==> config.mk <==
export PLATFORM = sky130hd
export DESIGN_NAME = ufg_gate
export DESIGN_NICKNAME = d
export VERILOG_FILES = /design/src/core/ufg_gate.v
export VERILOG_INCLUDE_DIRS = /design/src /design/src/core
export SDC_FILE = /design/constraint.sdc
export NUM_CORES = 1
export LEC_CHECK = 0
export BUFFER_PORTS_ARGS = -buffer_cell sky130_fd_sc_hd__buf_2
export CAP_MARGIN = 0
export CORE_MARGIN = 2
export CORE_UTILIZATION = 30
export CTS_CLUSTER_DIAMETER = 150
export CTS_CLUSTER_SIZE = 12
export DETAILED_ROUTE_END_ITERATION = 6
export GPL_ROUTABILITY_DRIVEN = 0
export PLACE_DENSITY = 0.56
export SLEW_MARGIN = 20
export SYNTH_ARGS = -nofsm -noshare
export SYNTH_HDL_FRONTEND = slang
export SYNTH_SLANG_ARGS = --single-unit
==> constraint.sdc <==
create_clock -name MCLK -period 6.75 [get_ports MCLK]
set_input_delay 0.3375 -clock MCLK [delete_from_list [all_inputs] [get_ports MCLK]]
set_output_delay 0.3375 -clock MCLK [all_outputs]
set_load 0.01 [all_outputs]
==> src/core/ufg_map.vh <==
`ifndef UFG_MAP_VH
`define UFG_MAP_VH

// register word indices; byte address is four times the index
`define UFG_OFS_ADDR_LOW    8'ha8
`define UFG_OFS_ADDR_HIGH   8'ha9
`define UFG_OFS_READ_DATA   8'haa
`define UFG_OFS_WRITE_DATA  8'hab
`define UFG_OFS_WR_TIMING   8'he1
`define UFG_OFS_UNLOCK_KEY  8'he2
`define UFG_OFS_BYTE_COUNT  8'hf1
`define UFG_OFS_CALL        8'hc0
`define UFG_OFS_ACCUM       8'hc1
`define UFG_OFS_CTRL        8'hc2
`define UFG_OFS_STATUS      8'hc3
`define UFG_OFS_XPTR        8'hc4
`define UFG_OFS_IRQ_PEND    8'hc5

// field positions
`define UFG_CTRL_GIE        0
`define UFG_ST_BUSY         0
`define UFG_ST_ISP          1
`define UFG_ST_RES_LO       2
`define UFG_ST_KEY_LIVE     4

// reset value of every software register
`define UFG_RST_REG         8'h00

// key, confirmation code and entry points
`define UFG_KEY_VALUE       8'h98
`define UFG_KEY_WIN_CYC     4'h6
`define UFG_CONFIRM         8'h55
`define UFG_EP_SERIAL       8'h00
`define UFG_EP_READ_BYTE    8'h11
`define UFG_EP_WRITE_BYTE   8'h14
`define UFG_EP_PAGE_ERASE   8'h17
`define UFG_EP_MASS_ERASE   8'h1a
`define UFG_EP_BLOCK_WRITE  8'h23
`define UFG_EP_BLOCK_READ   8'h26
`define UFG_EP_EXIT         8'h62

// call result codes
`define UFG_RES_OK          2'h0
`define UFG_RES_BAD_KEY     2'h1
`define UFG_RES_BAD_CONF    2'h2
`define UFG_RES_BAD_EP      2'h3

// serial programming commands
`define UFG_SER_EXIT        8'h01
`define UFG_SER_MASS_ERASE  8'h02
`define UFG_SER_WR_TIMING   8'h03
`define UFG_SER_RD_OPTION   8'h04

// watchdog service interval
`define UFG_MCLK_MHZ        20
`define UFG_WDT_SVC_US      500
`define UFG_WDT_SVC_CYC     (`UFG_WDT_SVC_US * `UFG_MCLK_MHZ)

`endif

==> src/core/ufg_gate.v <==
// Notes on behaviour
// - entry 0x00 enters serial programming mode until serial exit resets
// - key validates a call only if written at most 6 cycles before
// - single-byte read leaves the fetched flash byte in read data
// - block read and write length comes from the byte count register
// - no interrupt is taken while a routine runs, whatever enable says
// - global enable kept; pending interrupts serviced after return
// - repeat interrupt from an already pending source is dropped
// - serial mode checks security; secured allows only three commands
// - user entry points skip the security check entirely
// - routines service the watchdog periodically while running
// - on return the watchdog is serviced and its lower window enabled
// - entry 0x17 erases the page at the address registers
// - entry 0x62 resets the device
//
// Added by the designer: the Avalon-MM register port.
`timescale 1ns/1ps
`default_nettype none
`include "ufg_map.vh"

module ufg_gate #(
	parameter        NIRQ        = 4,
	parameter [31:0] WDT_SVC_CYC = `UFG_WDT_SVC_CYC
) (
	// clock and reset
	input  wire              MCLK,
	input  wire              RST,
	// avalon-mm slave
	input  wire [7:0]        AVS_ADDRESS,
	input  wire              AVS_READ,
	input  wire              AVS_WRITE,
	input  wire [31:0]       AVS_WRITEDATA,
	output reg  [31:0]       AVS_READDATA,
	output wire              AVS_WAITREQUEST,
	// flash array
	output reg  [15:0]       FL_ADDR,
	output reg  [7:0]        FL_WDATA,
	output wire [7:0]        FL_TIMING,
	output reg               FL_READ,
	output reg               FL_WRITE,
	output reg               FL_PAGE_ERASE,
	output reg               FL_MASS_ERASE,
	input  wire [7:0]        FL_RDATA,
	input  wire              FL_DONE,
	// ram for block transfers
	output wire [7:0]        RAM_ADDR,
	output reg               RAM_READ,
	output reg               RAM_WRITE,
	output reg  [7:0]        RAM_WDATA,
	input  wire [7:0]        RAM_RDATA,
	// interrupts
	input  wire [NIRQ-1:0]   IRQ_SRC,
	input  wire [NIRQ-1:0]   IRQ_ACK,
	output wire [NIRQ-1:0]   IRQ_PENDING,
	output wire              CPU_IRQ,
	// watchdog
	output reg               WDT_SERVICE,
	output reg               WDT_LOWER_EN,
	// serial programming mode
	input  wire              SEC_BIT,
	input  wire              SER_VALID,
	input  wire [7:0]        SER_CMD,
	output reg               SER_ACCEPT,
	output reg               SER_REJECT,
	output wire              ISP_MODE,
	// device reset request
	output reg               DEV_RESET
);

	localparam [3:0] S_IDLE  = 4'h0;
	localparam [3:0] S_ISSUE = 4'h1;
	localparam [3:0] S_WAIT  = 4'h2;
	localparam [3:0] S_FETCH = 4'h3;
	localparam [3:0] S_RAMW  = 4'h4;
	localparam [3:0] S_DONE  = 4'h5;
	localparam [3:0] S_RAMD  = 4'h6;

	reg [7:0]      addr_low;
	reg [7:0]      addr_high;
	reg [7:0]      read_data;
	reg [7:0]      write_data;
	reg [7:0]      write_timing;
	reg [7:0]      unlock_key;
	reg [7:0]      byte_count;
	reg [7:0]      accum;
	reg [7:0]      xptr;
	reg            global_interrupt_enable;
	reg [3:0]      key_age;
	reg [1:0]      result;
	reg            isp_mode;
	reg [NIRQ-1:0] pend;
	reg [3:0]      st;
	reg [7:0]      kind;
	reg [7:0]      cnt;
	reg [15:0]     op_addr;
	reg [31:0]     wdt_cnt;
	reg            rd_ack;
	reg [31:0]     next_rdata;

	wire busy     = (st != S_IDLE);
	wire sel_w    = AVS_WRITE & ~busy;
	wire call_go  = sel_w & (AVS_ADDRESS == `UFG_OFS_CALL);
	wire key_live = (unlock_key == `UFG_KEY_VALUE) &&
	                (key_age < `UFG_KEY_WIN_CYC);
	wire [7:0] wd = AVS_WRITEDATA[7:0];

	// writes stall while a routine runs, as the core would be held
	assign AVS_WAITREQUEST = (AVS_READ & ~rd_ack) | (AVS_WRITE & busy);
	assign FL_TIMING   = write_timing;
	assign RAM_ADDR    = xptr;
	assign IRQ_PENDING = pend;
	assign ISP_MODE    = isp_mode;
	// pending requests wait until the routine has returned
	assign CPU_IRQ     = global_interrupt_enable & (|pend) & ~busy;

	////////////////////////////////////////////////////////////////////
	// register read mux

	always @* begin
		next_rdata = 32'h0000_0000;
		case (AVS_ADDRESS)
			`UFG_OFS_ADDR_LOW:   next_rdata[7:0] = addr_low;
			`UFG_OFS_ADDR_HIGH:  next_rdata[7:0] = addr_high;
			`UFG_OFS_READ_DATA:  next_rdata[7:0] = read_data;
			`UFG_OFS_WRITE_DATA: next_rdata[7:0] = write_data;
			`UFG_OFS_WR_TIMING:  next_rdata[7:0] = write_timing;
			`UFG_OFS_UNLOCK_KEY: next_rdata[7:0] = unlock_key;
			`UFG_OFS_BYTE_COUNT: next_rdata[7:0] = byte_count;
			`UFG_OFS_ACCUM:      next_rdata[7:0] = accum;
			`UFG_OFS_XPTR:       next_rdata[7:0] = xptr;
			`UFG_OFS_CTRL:       next_rdata[`UFG_CTRL_GIE] = global_interrupt_enable;
			`UFG_OFS_STATUS: begin
				next_rdata[`UFG_ST_BUSY]     = busy;
				next_rdata[`UFG_ST_ISP]      = isp_mode;
				next_rdata[`UFG_ST_RES_LO+1:`UFG_ST_RES_LO] = result;
				next_rdata[`UFG_ST_KEY_LIVE] = key_live;
			end
			`UFG_OFS_IRQ_PEND:   next_rdata[NIRQ-1:0] = pend;
			default:             next_rdata = 32'h0000_0000;
		endcase
	end

	always @(posedge MCLK) begin
		if (RST) begin
			rd_ack       <= 1'b0;
			AVS_READDATA <= 32'h0000_0000;
		end else begin
			rd_ack <= AVS_READ & ~rd_ack;
			if (AVS_READ & ~rd_ack)
				AVS_READDATA <= next_rdata;
		end
	end

	////////////////////////////////////////////////////////////////////
	// interrupt pending bits; a new request beats a same-cycle ack

	always @(posedge MCLK) begin
		if (RST)
			pend <= {NIRQ{1'b0}};
		else
			pend <= (pend & ~IRQ_ACK) | IRQ_SRC;
	end

	////////////////////////////////////////////////////////////////////
	// key age counts cycles since the key register was last written

	always @(posedge MCLK) begin
		if (RST)
			key_age <= 4'hf;
		else if (sel_w && AVS_ADDRESS == `UFG_OFS_UNLOCK_KEY)
			key_age <= 4'h0;
		else if (key_age != 4'hf)
			key_age <= key_age + 4'h1;
	end

	////////////////////////////////////////////////////////////////////
	// serial programming mode commands

	always @(posedge MCLK) begin
		if (RST) begin
			SER_ACCEPT <= 1'b0;
			SER_REJECT <= 1'b0;
		end else begin
			SER_ACCEPT <= 1'b0;
			SER_REJECT <= 1'b0;
			if (isp_mode && SER_VALID && SER_CMD != `UFG_SER_EXIT) begin
				// secured parts keep only erase, timing and option read
				if (SEC_BIT && SER_CMD != `UFG_SER_MASS_ERASE &&
				    SER_CMD != `UFG_SER_WR_TIMING &&
				    SER_CMD != `UFG_SER_RD_OPTION)
					SER_REJECT <= 1'b1;
				else
					SER_ACCEPT <= 1'b1;
			end
		end
	end

	////////////////////////////////////////////////////////////////////
	// registers and call sequencer

	always @(posedge MCLK) begin
		if (RST) begin
			addr_low      <= `UFG_RST_REG;
			addr_high     <= `UFG_RST_REG;
			read_data     <= `UFG_RST_REG;
			write_data    <= `UFG_RST_REG;
			write_timing  <= `UFG_RST_REG;
			unlock_key    <= `UFG_RST_REG;
			byte_count    <= `UFG_RST_REG;
			accum         <= `UFG_RST_REG;
			xptr          <= `UFG_RST_REG;
			global_interrupt_enable           <= 1'b0;
			result        <= `UFG_RES_OK;
			isp_mode      <= 1'b0;
			st            <= S_IDLE;
			kind          <= 8'h00;
			cnt           <= 8'h00;
			op_addr       <= 16'h0000;
			wdt_cnt       <= 32'h0000_0000;
			FL_ADDR       <= 16'h0000;
			FL_WDATA      <= 8'h00;
			FL_READ       <= 1'b0;
			FL_WRITE      <= 1'b0;
			FL_PAGE_ERASE <= 1'b0;
			FL_MASS_ERASE <= 1'b0;
			RAM_READ      <= 1'b0;
			RAM_WRITE     <= 1'b0;
			RAM_WDATA     <= 8'h00;
			WDT_SERVICE   <= 1'b0;
			WDT_LOWER_EN  <= 1'b0;
			DEV_RESET     <= 1'b0;
		end else begin
			FL_READ       <= 1'b0;
			FL_WRITE      <= 1'b0;
			FL_PAGE_ERASE <= 1'b0;
			FL_MASS_ERASE <= 1'b0;
			RAM_READ      <= 1'b0;
			RAM_WRITE     <= 1'b0;
			WDT_SERVICE   <= 1'b0;
			WDT_LOWER_EN  <= 1'b0;
			if (isp_mode && SER_VALID && SER_CMD == `UFG_SER_EXIT)
				DEV_RESET <= 1'b1;
			if (sel_w) begin
				case (AVS_ADDRESS)
					`UFG_OFS_ADDR_LOW:   addr_low     <= wd;
					`UFG_OFS_ADDR_HIGH:  addr_high    <= wd;
					`UFG_OFS_READ_DATA:  read_data    <= wd;
					`UFG_OFS_WRITE_DATA: write_data   <= wd;
					`UFG_OFS_WR_TIMING:  write_timing <= wd;
					`UFG_OFS_UNLOCK_KEY: unlock_key   <= wd;
					`UFG_OFS_BYTE_COUNT: byte_count   <= wd;
					`UFG_OFS_ACCUM:      accum        <= wd;
					`UFG_OFS_XPTR:       xptr         <= wd;
					`UFG_OFS_CTRL:       global_interrupt_enable <= wd[`UFG_CTRL_GIE];
					default: ;
				endcase
			end
			// a block read moves the pointer only once its ram write is out
			if (RAM_WRITE)
				xptr <= xptr + 8'h01;
			// watchdog kept alive during long routines
			if (busy && st != S_DONE) begin
				if (wdt_cnt >= WDT_SVC_CYC - 32'd1) begin
					wdt_cnt     <= 32'h0000_0000;
					WDT_SERVICE <= 1'b1;
				end else
					wdt_cnt <= wdt_cnt + 32'd1;
			end else
				wdt_cnt <= 32'h0000_0000;
			case (st)
				S_IDLE: if (call_go) begin
					// a call spends the key, valid or not
					unlock_key <= `UFG_RST_REG;
					kind       <= wd;
					op_addr    <= {addr_high, addr_low};
					FL_ADDR    <= {addr_high, addr_low};
					cnt        <= byte_count;
					result     <= `UFG_RES_OK;
					// no security check on user entry points
					if (!key_live)
						result <= `UFG_RES_BAD_KEY;
					else begin
						case (wd)
							`UFG_EP_SERIAL:
								isp_mode <= 1'b1;
							`UFG_EP_EXIT:
								DEV_RESET <= 1'b1;
							`UFG_EP_READ_BYTE: begin
								FL_READ <= 1'b1;
								st      <= S_WAIT;
							end
							`UFG_EP_WRITE_BYTE: begin
								FL_WDATA <= write_data;
								FL_WRITE <= 1'b1;
								st       <= S_WAIT;
							end
							`UFG_EP_PAGE_ERASE: begin
								FL_PAGE_ERASE <= 1'b1;
								st            <= S_WAIT;
							end
							`UFG_EP_MASS_ERASE:
								if (accum == `UFG_CONFIRM) begin
									FL_MASS_ERASE <= 1'b1;
									st            <= S_WAIT;
								end else
									result <= `UFG_RES_BAD_CONF;
							`UFG_EP_BLOCK_READ:
								st <= (byte_count == 8'h00) ?
								      S_DONE : S_ISSUE;
							`UFG_EP_BLOCK_WRITE:
								st <= (byte_count == 8'h00) ?
								      S_DONE : S_FETCH;
							default:
								result <= `UFG_RES_BAD_EP;
						endcase
					end
				end
				S_ISSUE: begin
					FL_ADDR <= op_addr;
					FL_READ <= 1'b1;
					st      <= S_WAIT;
				end
				S_FETCH: begin
					RAM_READ <= 1'b1;
					st       <= S_RAMD;
				end
				// ram registers its answer on the edge after the strobe
				S_RAMD: st <= S_RAMW;
				S_RAMW: begin
					// the byte the ram has just registered
					FL_ADDR  <= op_addr;
					FL_WDATA <= RAM_RDATA;
					FL_WRITE <= 1'b1;
					st       <= S_WAIT;
				end
				S_WAIT: if (FL_DONE) begin
					case (kind)
						`UFG_EP_READ_BYTE: begin
							read_data <= FL_RDATA;
							st        <= S_DONE;
						end
						`UFG_EP_MASS_ERASE: begin
							// mass erase leaves the part in serial mode
							isp_mode <= 1'b1;
							st       <= S_DONE;
						end
						`UFG_EP_BLOCK_READ, `UFG_EP_BLOCK_WRITE: begin
							if (kind == `UFG_EP_BLOCK_READ) begin
								RAM_WRITE <= 1'b1;
								RAM_WDATA <= FL_RDATA;
							end else
								xptr <= xptr + 8'h01;
							op_addr <= op_addr + 16'h0001;
							cnt     <= cnt - 8'h01;
							if (cnt == 8'h01)
								st <= S_DONE;
							else if (kind == `UFG_EP_BLOCK_READ)
								st <= S_ISSUE;
							else
								st <= S_FETCH;
						end
						default: st <= S_DONE;
					endcase
				end
				S_DONE: begin
					WDT_SERVICE  <= 1'b1;
					WDT_LOWER_EN <= 1'b1;
					st           <= S_IDLE;
				end
				default: st <= S_IDLE;
			endcase
		end
	end

endmodule // ufg_gate
`default_nettype wire

==> results_dict.tcl, run 1 <==
set metrics [dict create \
    cp.required_ns 7.16 \
    avgSynthCellArea_sq_um 8.34 \
    fin_ws_ns 3.54 \
    synth_edf_count 0 \
    fmax_mhz 312 \
    nFillCells 3346 \
    timing.slew.headroom_pct 26.9 \
    largest_reg_flops 32 \
    hold_viol 0 \
    crit_path_start_kind "register" \
    async_reset_ff_share_pct 0 \
    netlist_top_cells_area "dfxtp_1 (42%), mux2i_1 (8.5%), nor2_1 (5.7%)" \
    drtIter0Drc 710 \
    dp_cells 1646 \
    drive_above_1_share_pct 14.9 \
    synthCells 1166 \
    worst-path-buf-inv 1 \
    post_cts_buffers 0 \
    crit_fanout 18 \
    synth_common_cells "dfxtp_1 (203), nor2_1 (147), nand2_1 (114), a21oi_1 (95), mux2i_1 (83)" \
    crit_family "simple AND/OR/NAND/NOR gates" \
    avgViaCountPerCell 5.38 \
    regMostFlops "wdt_cnt" \
    clock_skew_ns 0.0159 \
    cp_slowest_cell "or4_4" \
    multiInputGateArea_sq_um 5280 \
    cts_buffers 20 \
    tns_ns 0 \
    netlist_area_sq_um 9730 \
    setup_viol 0 \
    antenna_found_initial 0 \
    area_delta_synth_final_pct 14.8 \
    min_period_over_period_pct 47.5 \
    die_x_microns 184 \
    cts-htree-levels 1 \
    vias 8978 \
    die_height_microns 184 \
    holdCritPathClass "input pin to register" \
    cp.arrival_ns 3.62 \
    status "complete, no violations" \
    final_cells 1668 \
    pin_count 177 \
    clock_sinks 203 \
    seq_area_frac_synth_pct 41.8 \
    grt_pass1_wl_microns 47500 \
    yosysWarnings 0 \
    ir_drop_uv 141 \
    hpwl_microns 22000 \
    yosysTopAreaCell "dfxtp_1" \
    core-area_sq_um 31700 \
    clock_latency_ns 0.51 \
    critPathKind "register to register" \
    fin_crit_ns 3.21 \
    slew_violations 0 \
    p_leak_nw 4.35 \
    cts_hold_buf 0 \
    crit_chain "nor4b_4, buf_4, nand3_1, or4_4, o21ai_4, nor2_1, a211oi_1" \
    diodes 0 \
    grt_usage_pct 17.9 \
    fin_nets 1351 \
    antenna_left 0 \
    pre_cts_slack_ns 3.46 \
    synth.most_common_cell "dfxtp_1" \
    max_stage_delay_ns 0.71 \
    die_area_sq_um 33900 \
    ctsResizeCount 0 \
    max_cap_violations 0 \
    globalRoute.totalOverflow 0 \
    drt_wl_total_microns 31000 \
    routedWlPerCell_microns 18.6 \
    cts_tree "done" \
    core.rowCount 65 \
    cellPowerDensity_nw_per_um2 213 \
    grt_pass1_vias 8250 \
    firstDrtPassIters 5 \
    clock-root-buffer "clkbuf_16" \
    seq_area_sq_um 4060 \
    synth_top_area_share_pct 41.8 \
    start_util_pct 30.7 \
    portBuffers 128 \
    drc_errors 0 \
    synth_seq_cells 203 \
    rsz0062_at_grt "false" \
    synth.distinct_cells 71 \
    end_kind "register" \
    path_clk_slew_ns 0.06 \
    worst_slew_pin_slew_ns 1.10 \
    grt_max_degree 70 \
    clockBufferDepth 3 \
    synthFlopType "dfxtp_1" \
    largest_registers "wdt_cnt (32), FL_ADDR (16), op_addr (16)" \
]
-- worst paths after layout --
check                                 from              to  slack [ns]  cells past startpoint
worst max-delay path                 st[2]     FL_WDATA[6]        3.54                      7
worst min-delay path            IRQ_SRC[0]  IRQ_PENDING[0]        0.03                      3
worst max register to register       st[2]     FL_WDATA[6]        3.54                      7
worst min register to register  wdt_cnt[0]      wdt_cnt[0]        0.45                      1
-- metrics by stage --
| stage | total power [mW] | hold WS [ns] | utilization, % | area [sq um] |
|---|---|---|---|---|
| final | 2.38 | 0.0332 | 35.2 | 11200 |
| after global routing | 2.47 | 0.0330 | 35.2 | 11200 |
| after CTS | 2.40 | 0.0242 | 35.2 | 11200 |
| after detailed placement | 1.42 | 0.436 | 33.6 | 10600 |
| after global placement | 1.41 | 0.427 | 33.6 | 10600 |
| after floorplan | 1.36 | 0.413 | - | 9880 |
-- logic make-up (layout without fill, tap and decap cells) --
family          Yosys count  after routing  share of synthesized area (%)
simple gates            470            470                           23.6
flops                   203            203                           41.8
buf+inv                 121            180                           5.77
fa+ha+maj                 6              6                          0.772
mux                      90             90                           9.47
xor+xnor                 17             17                           1.53
compound gates          258            258                           17.0
other cells               1             42                         0.0385
-- per-layer routing --
layer | share of wire [%] | vias to the layer above | track usage (%)
met5 | 0 | - | 0
met4 | 3.1 | 0 | 5.63
met3 | 5.9 | 60 | 2.26
met2 | 45 | 357 | 29.1
met1 | 46 | 4239 | 24.8
li1 | - | 4322 | -
-- report_power, final --
part,internal (mW),total (mW),switching (mW)
Sequential,1.22,1.23,0.0164
Combinational,0.0528,0.160,0.107
Clock,0.528,0.985,0.457
-- worst min-delay path, stage by stage --
cell     delay (ns)
buf_2          0.07
a21oi_1        0.03
nor2_1         0.06
-- final cells by class --
type	instances	share of cell area [%]
clock buffer	21	4.51
clock inverter	1	0.146
tap	402	4.50
multi-input combinational	883	47.2
sequential	203	36.4
timing repair buffer	141	6.63
inverter	17	0.571
-- layout by cell type, fill, tap and decap left out, drive strengths merged, types with 7 or more instances in the layout --
cell	Yosys	final
a211oi	43	43
a21oi	95	95
a22o	8	8
a22oi	7	7
a31oi	9	9
and2	11	11
and3	23	23
buf	38	141
clkbuf	66	21
conb	1	42
dfxtp	203	203
inv	16	16
mux2i	83	83
nand2	114	114
nand2b	8	8
nand3	50	50
nand3b	7	7
nand4	9	9
nor2	148	148
nor2b	9	9
nor3	36	36
nor3b	8	8
nor4	10	10
o21ai	48	48
o32ai	9	9
xnor2	11	11
Note: power is estimated with default switching activity, not from simulation.
==> run 2, diff against run 1 <==
==> constraint.sdc (replaced) <==
create_clock -name MCLK -period 3 [get_ports MCLK]
set_input_delay 0.15 -clock MCLK [delete_from_list [all_inputs] [get_ports MCLK]]
set_output_delay 0.15 -clock MCLK [all_outputs]
set_load 0.01 [all_outputs]
==> run 2 against run 1 <==
Compared with the run above:
- sequential share of layout area fell by 1.1 points
- combinational power rose by 140%
- fmax rose by 26%
- critical path type unchanged
- first-iteration DRC count rose by 25%
- largest cell class unchanged
- clock skew rose by 0.0047 ns
- routed wire length rose by 1.7%
- worst hold slack got worse by 0.012 ns
- worst setup slack got worse by 3.1 ns
- sequential cell count did not move
==> results_dict.tcl, run 2 (same netlist as run 1, synthesis figures left out) <==
set metrics [dict create \
    cp.arrival_ns 2.97 \
    p_sw_share_pct 24.2 \
    p_leak_nw 4.53 \
    clock_latency_ns 0.51 \
    tns_ns 0 \
    clockBufferDepth 3 \
    combPwrFrac_pct 7.3 \
    largest_registers "wdt_cnt (32), FL_ADDR (16), op_addr (16)" \
    hold_viol 0 \
    pin_count 177 \
    path_clk_slew_ns 0.07 \
    timing.slew.headroom_pct 46.0 \
    rsz0062_at_grt "false" \
    grt_usage_pct 18.3 \
    crit_path_start_kind "register" \
    antenna_found_initial 0 \
    pwr-share-clk_pct 41.1 \
    cellPowerDensity_nw_per_um2 467 \
    fin_nets 1388 \
    internal_power_mw 4.07 \
    antenna_left 0 \
    firstDrtPassIters 5 \
    drc_errors 0 \
    diodes 0 \
    routedWlPerCell_microns 18.5 \
    p_seq_share_pct 51.6 \
    globalRoute.totalOverflow 0 \
    status "complete, no violations" \
    seq_area_sq_um 4060 \
    nFillCells 3301 \
    avgViaCountPerCell 5.33 \
    drt_wl_total_microns 31500 \
    max_cap_violations 0 \
    critPathKind "register to register" \
    drtIter0Drc 888 \
    final_cell_mix "dfxtp_1 (203), nor2_1 (146), buf_2 (127)" \
    clock-root-buffer "clkbuf_16" \
    post_cts_buffers 0 \
    fin_crit_ns 2.54 \
    cts_tree "done" \
    worst_slew_pin_slew_ns 0.800 \
    min_period_over_period_pct 84.8 \
    core-area_sq_um 31700 \
    end_kind "register" \
    area_delta_synth_final_pct 18.3 \
    hpwl_microns 22300 \
    cp.required_ns 3.43 \
    core.rowCount 65 \
    ir_drop_uv 276 \
    ctsResizeCount 0 \
    crit_fanout 11 \
    portBuffers 128 \
    clock_sinks 203 \
    die_x_microns 184 \
    vias 9090 \
    cts-htree-levels 1 \
    holdCritPathClass "input pin to register" \
    regMostFlops "wdt_cnt" \
    grt_max_degree 114 \
    cts_buffers 20 \
    largest_reg_flops 32 \
    multiInputGateArea_sq_um 5270 \
    final_core_util_pct 36.3 \
    grt_pass1_wl_microns 48600 \
    clock_skew_ns 0.0206 \
    die_height_microns 184 \
    die_area_sq_um 33900 \
    cts_hold_buf 21 \
    fmax_mhz 393 \
    setup_viol 0 \
    final_common_cell "dfxtp_1" \
    grt_pass1_vias 8325 \
    slew_violations 0 \
    switchingPower_mw 1.30 \
    drive_above_1_share_pct 15.7 \
    start_util_pct 30.7 \
]
## run 2: path summary, 6_finish.rpt
path	start	to	slack, ns	depth (start not counted)
max	st[0]	RAM_ADDR[2]	0.46	6
max reg2reg	st[0]	RAM_ADDR[2]	0.46	6
min	RAM_RDATA[5]	FL_WDATA[5]	0.02	3
min reg2reg	wdt_cnt[0]	wdt_cnt[0]	0.45	1
## run 2: power groups by stage
stage	registers, mW	clock network (mW)	logic [mW]
final	2.77	2.21	0.390
after CTS	2.77	2.27	0.386
after detailed placement	2.83	0	0.363
after global placement	2.83	0	0.361
after global routing	2.77	2.37	0.424
after floorplan	2.82	0	0.245
## run 2: area by class of cell
class | instances | area share [%]
Multi-Input combinational cell | 883 | 45.8
Sequential cell | 203 | 35.3
Timing Repair Buffer | 178 | 9.42
Clock buffer | 21 | 4.38
Tap cell | 402 | 4.37
Inverter | 17 | 0.555
Clock inverter | 1 | 0.141
## run 2: metal layers
| metal | track usage (%) | part of all wire, % | vias up |
|---|---|---|---|
| met5 | 0 | 0 | - |
| met4 | 5.70 | 2.9 | 0 |
| met3 | 3.29 | 7.2 | 62 |
| met2 | 29.5 | 46 | 347 |
| met1 | 24.7 | 44 | 4290 |
| li1 | - | - | 4391 |
## run 2: stage by stage
| stage | setup WS [ns] | power (mW) | instances | hold slack (ns) | instance area, sq um |
|---|---|---|---|---|---|
| global placement | 0.452 | 3.19 | 1662 | 0.360 | 10800 |
| global route | 0.170 | 5.57 | 1705 | 0.0387 | 11500 |
| CTS | 0.473 | 5.42 | 1705 | 0.00446 | 11500 |
| finish | 0.455 | 5.37 | 1705 | 0.0210 | 11500 |
| floorplan | 0.759 | 3.07 | 1207 | 0.267 | 9880 |
| detailed placement | 0.420 | 3.19 | 1662 | 0.362 | 10800 |
## run 2: critical path, stage by stage, from the launching register on
cell and delay (ns):
dfxtp_1 0.58, or2_2 0.31, nor2_1 0.08, a41oi_1 0.69, nor2b_1 0.48, o21ai_0 0.17
a21oi_1 0.15
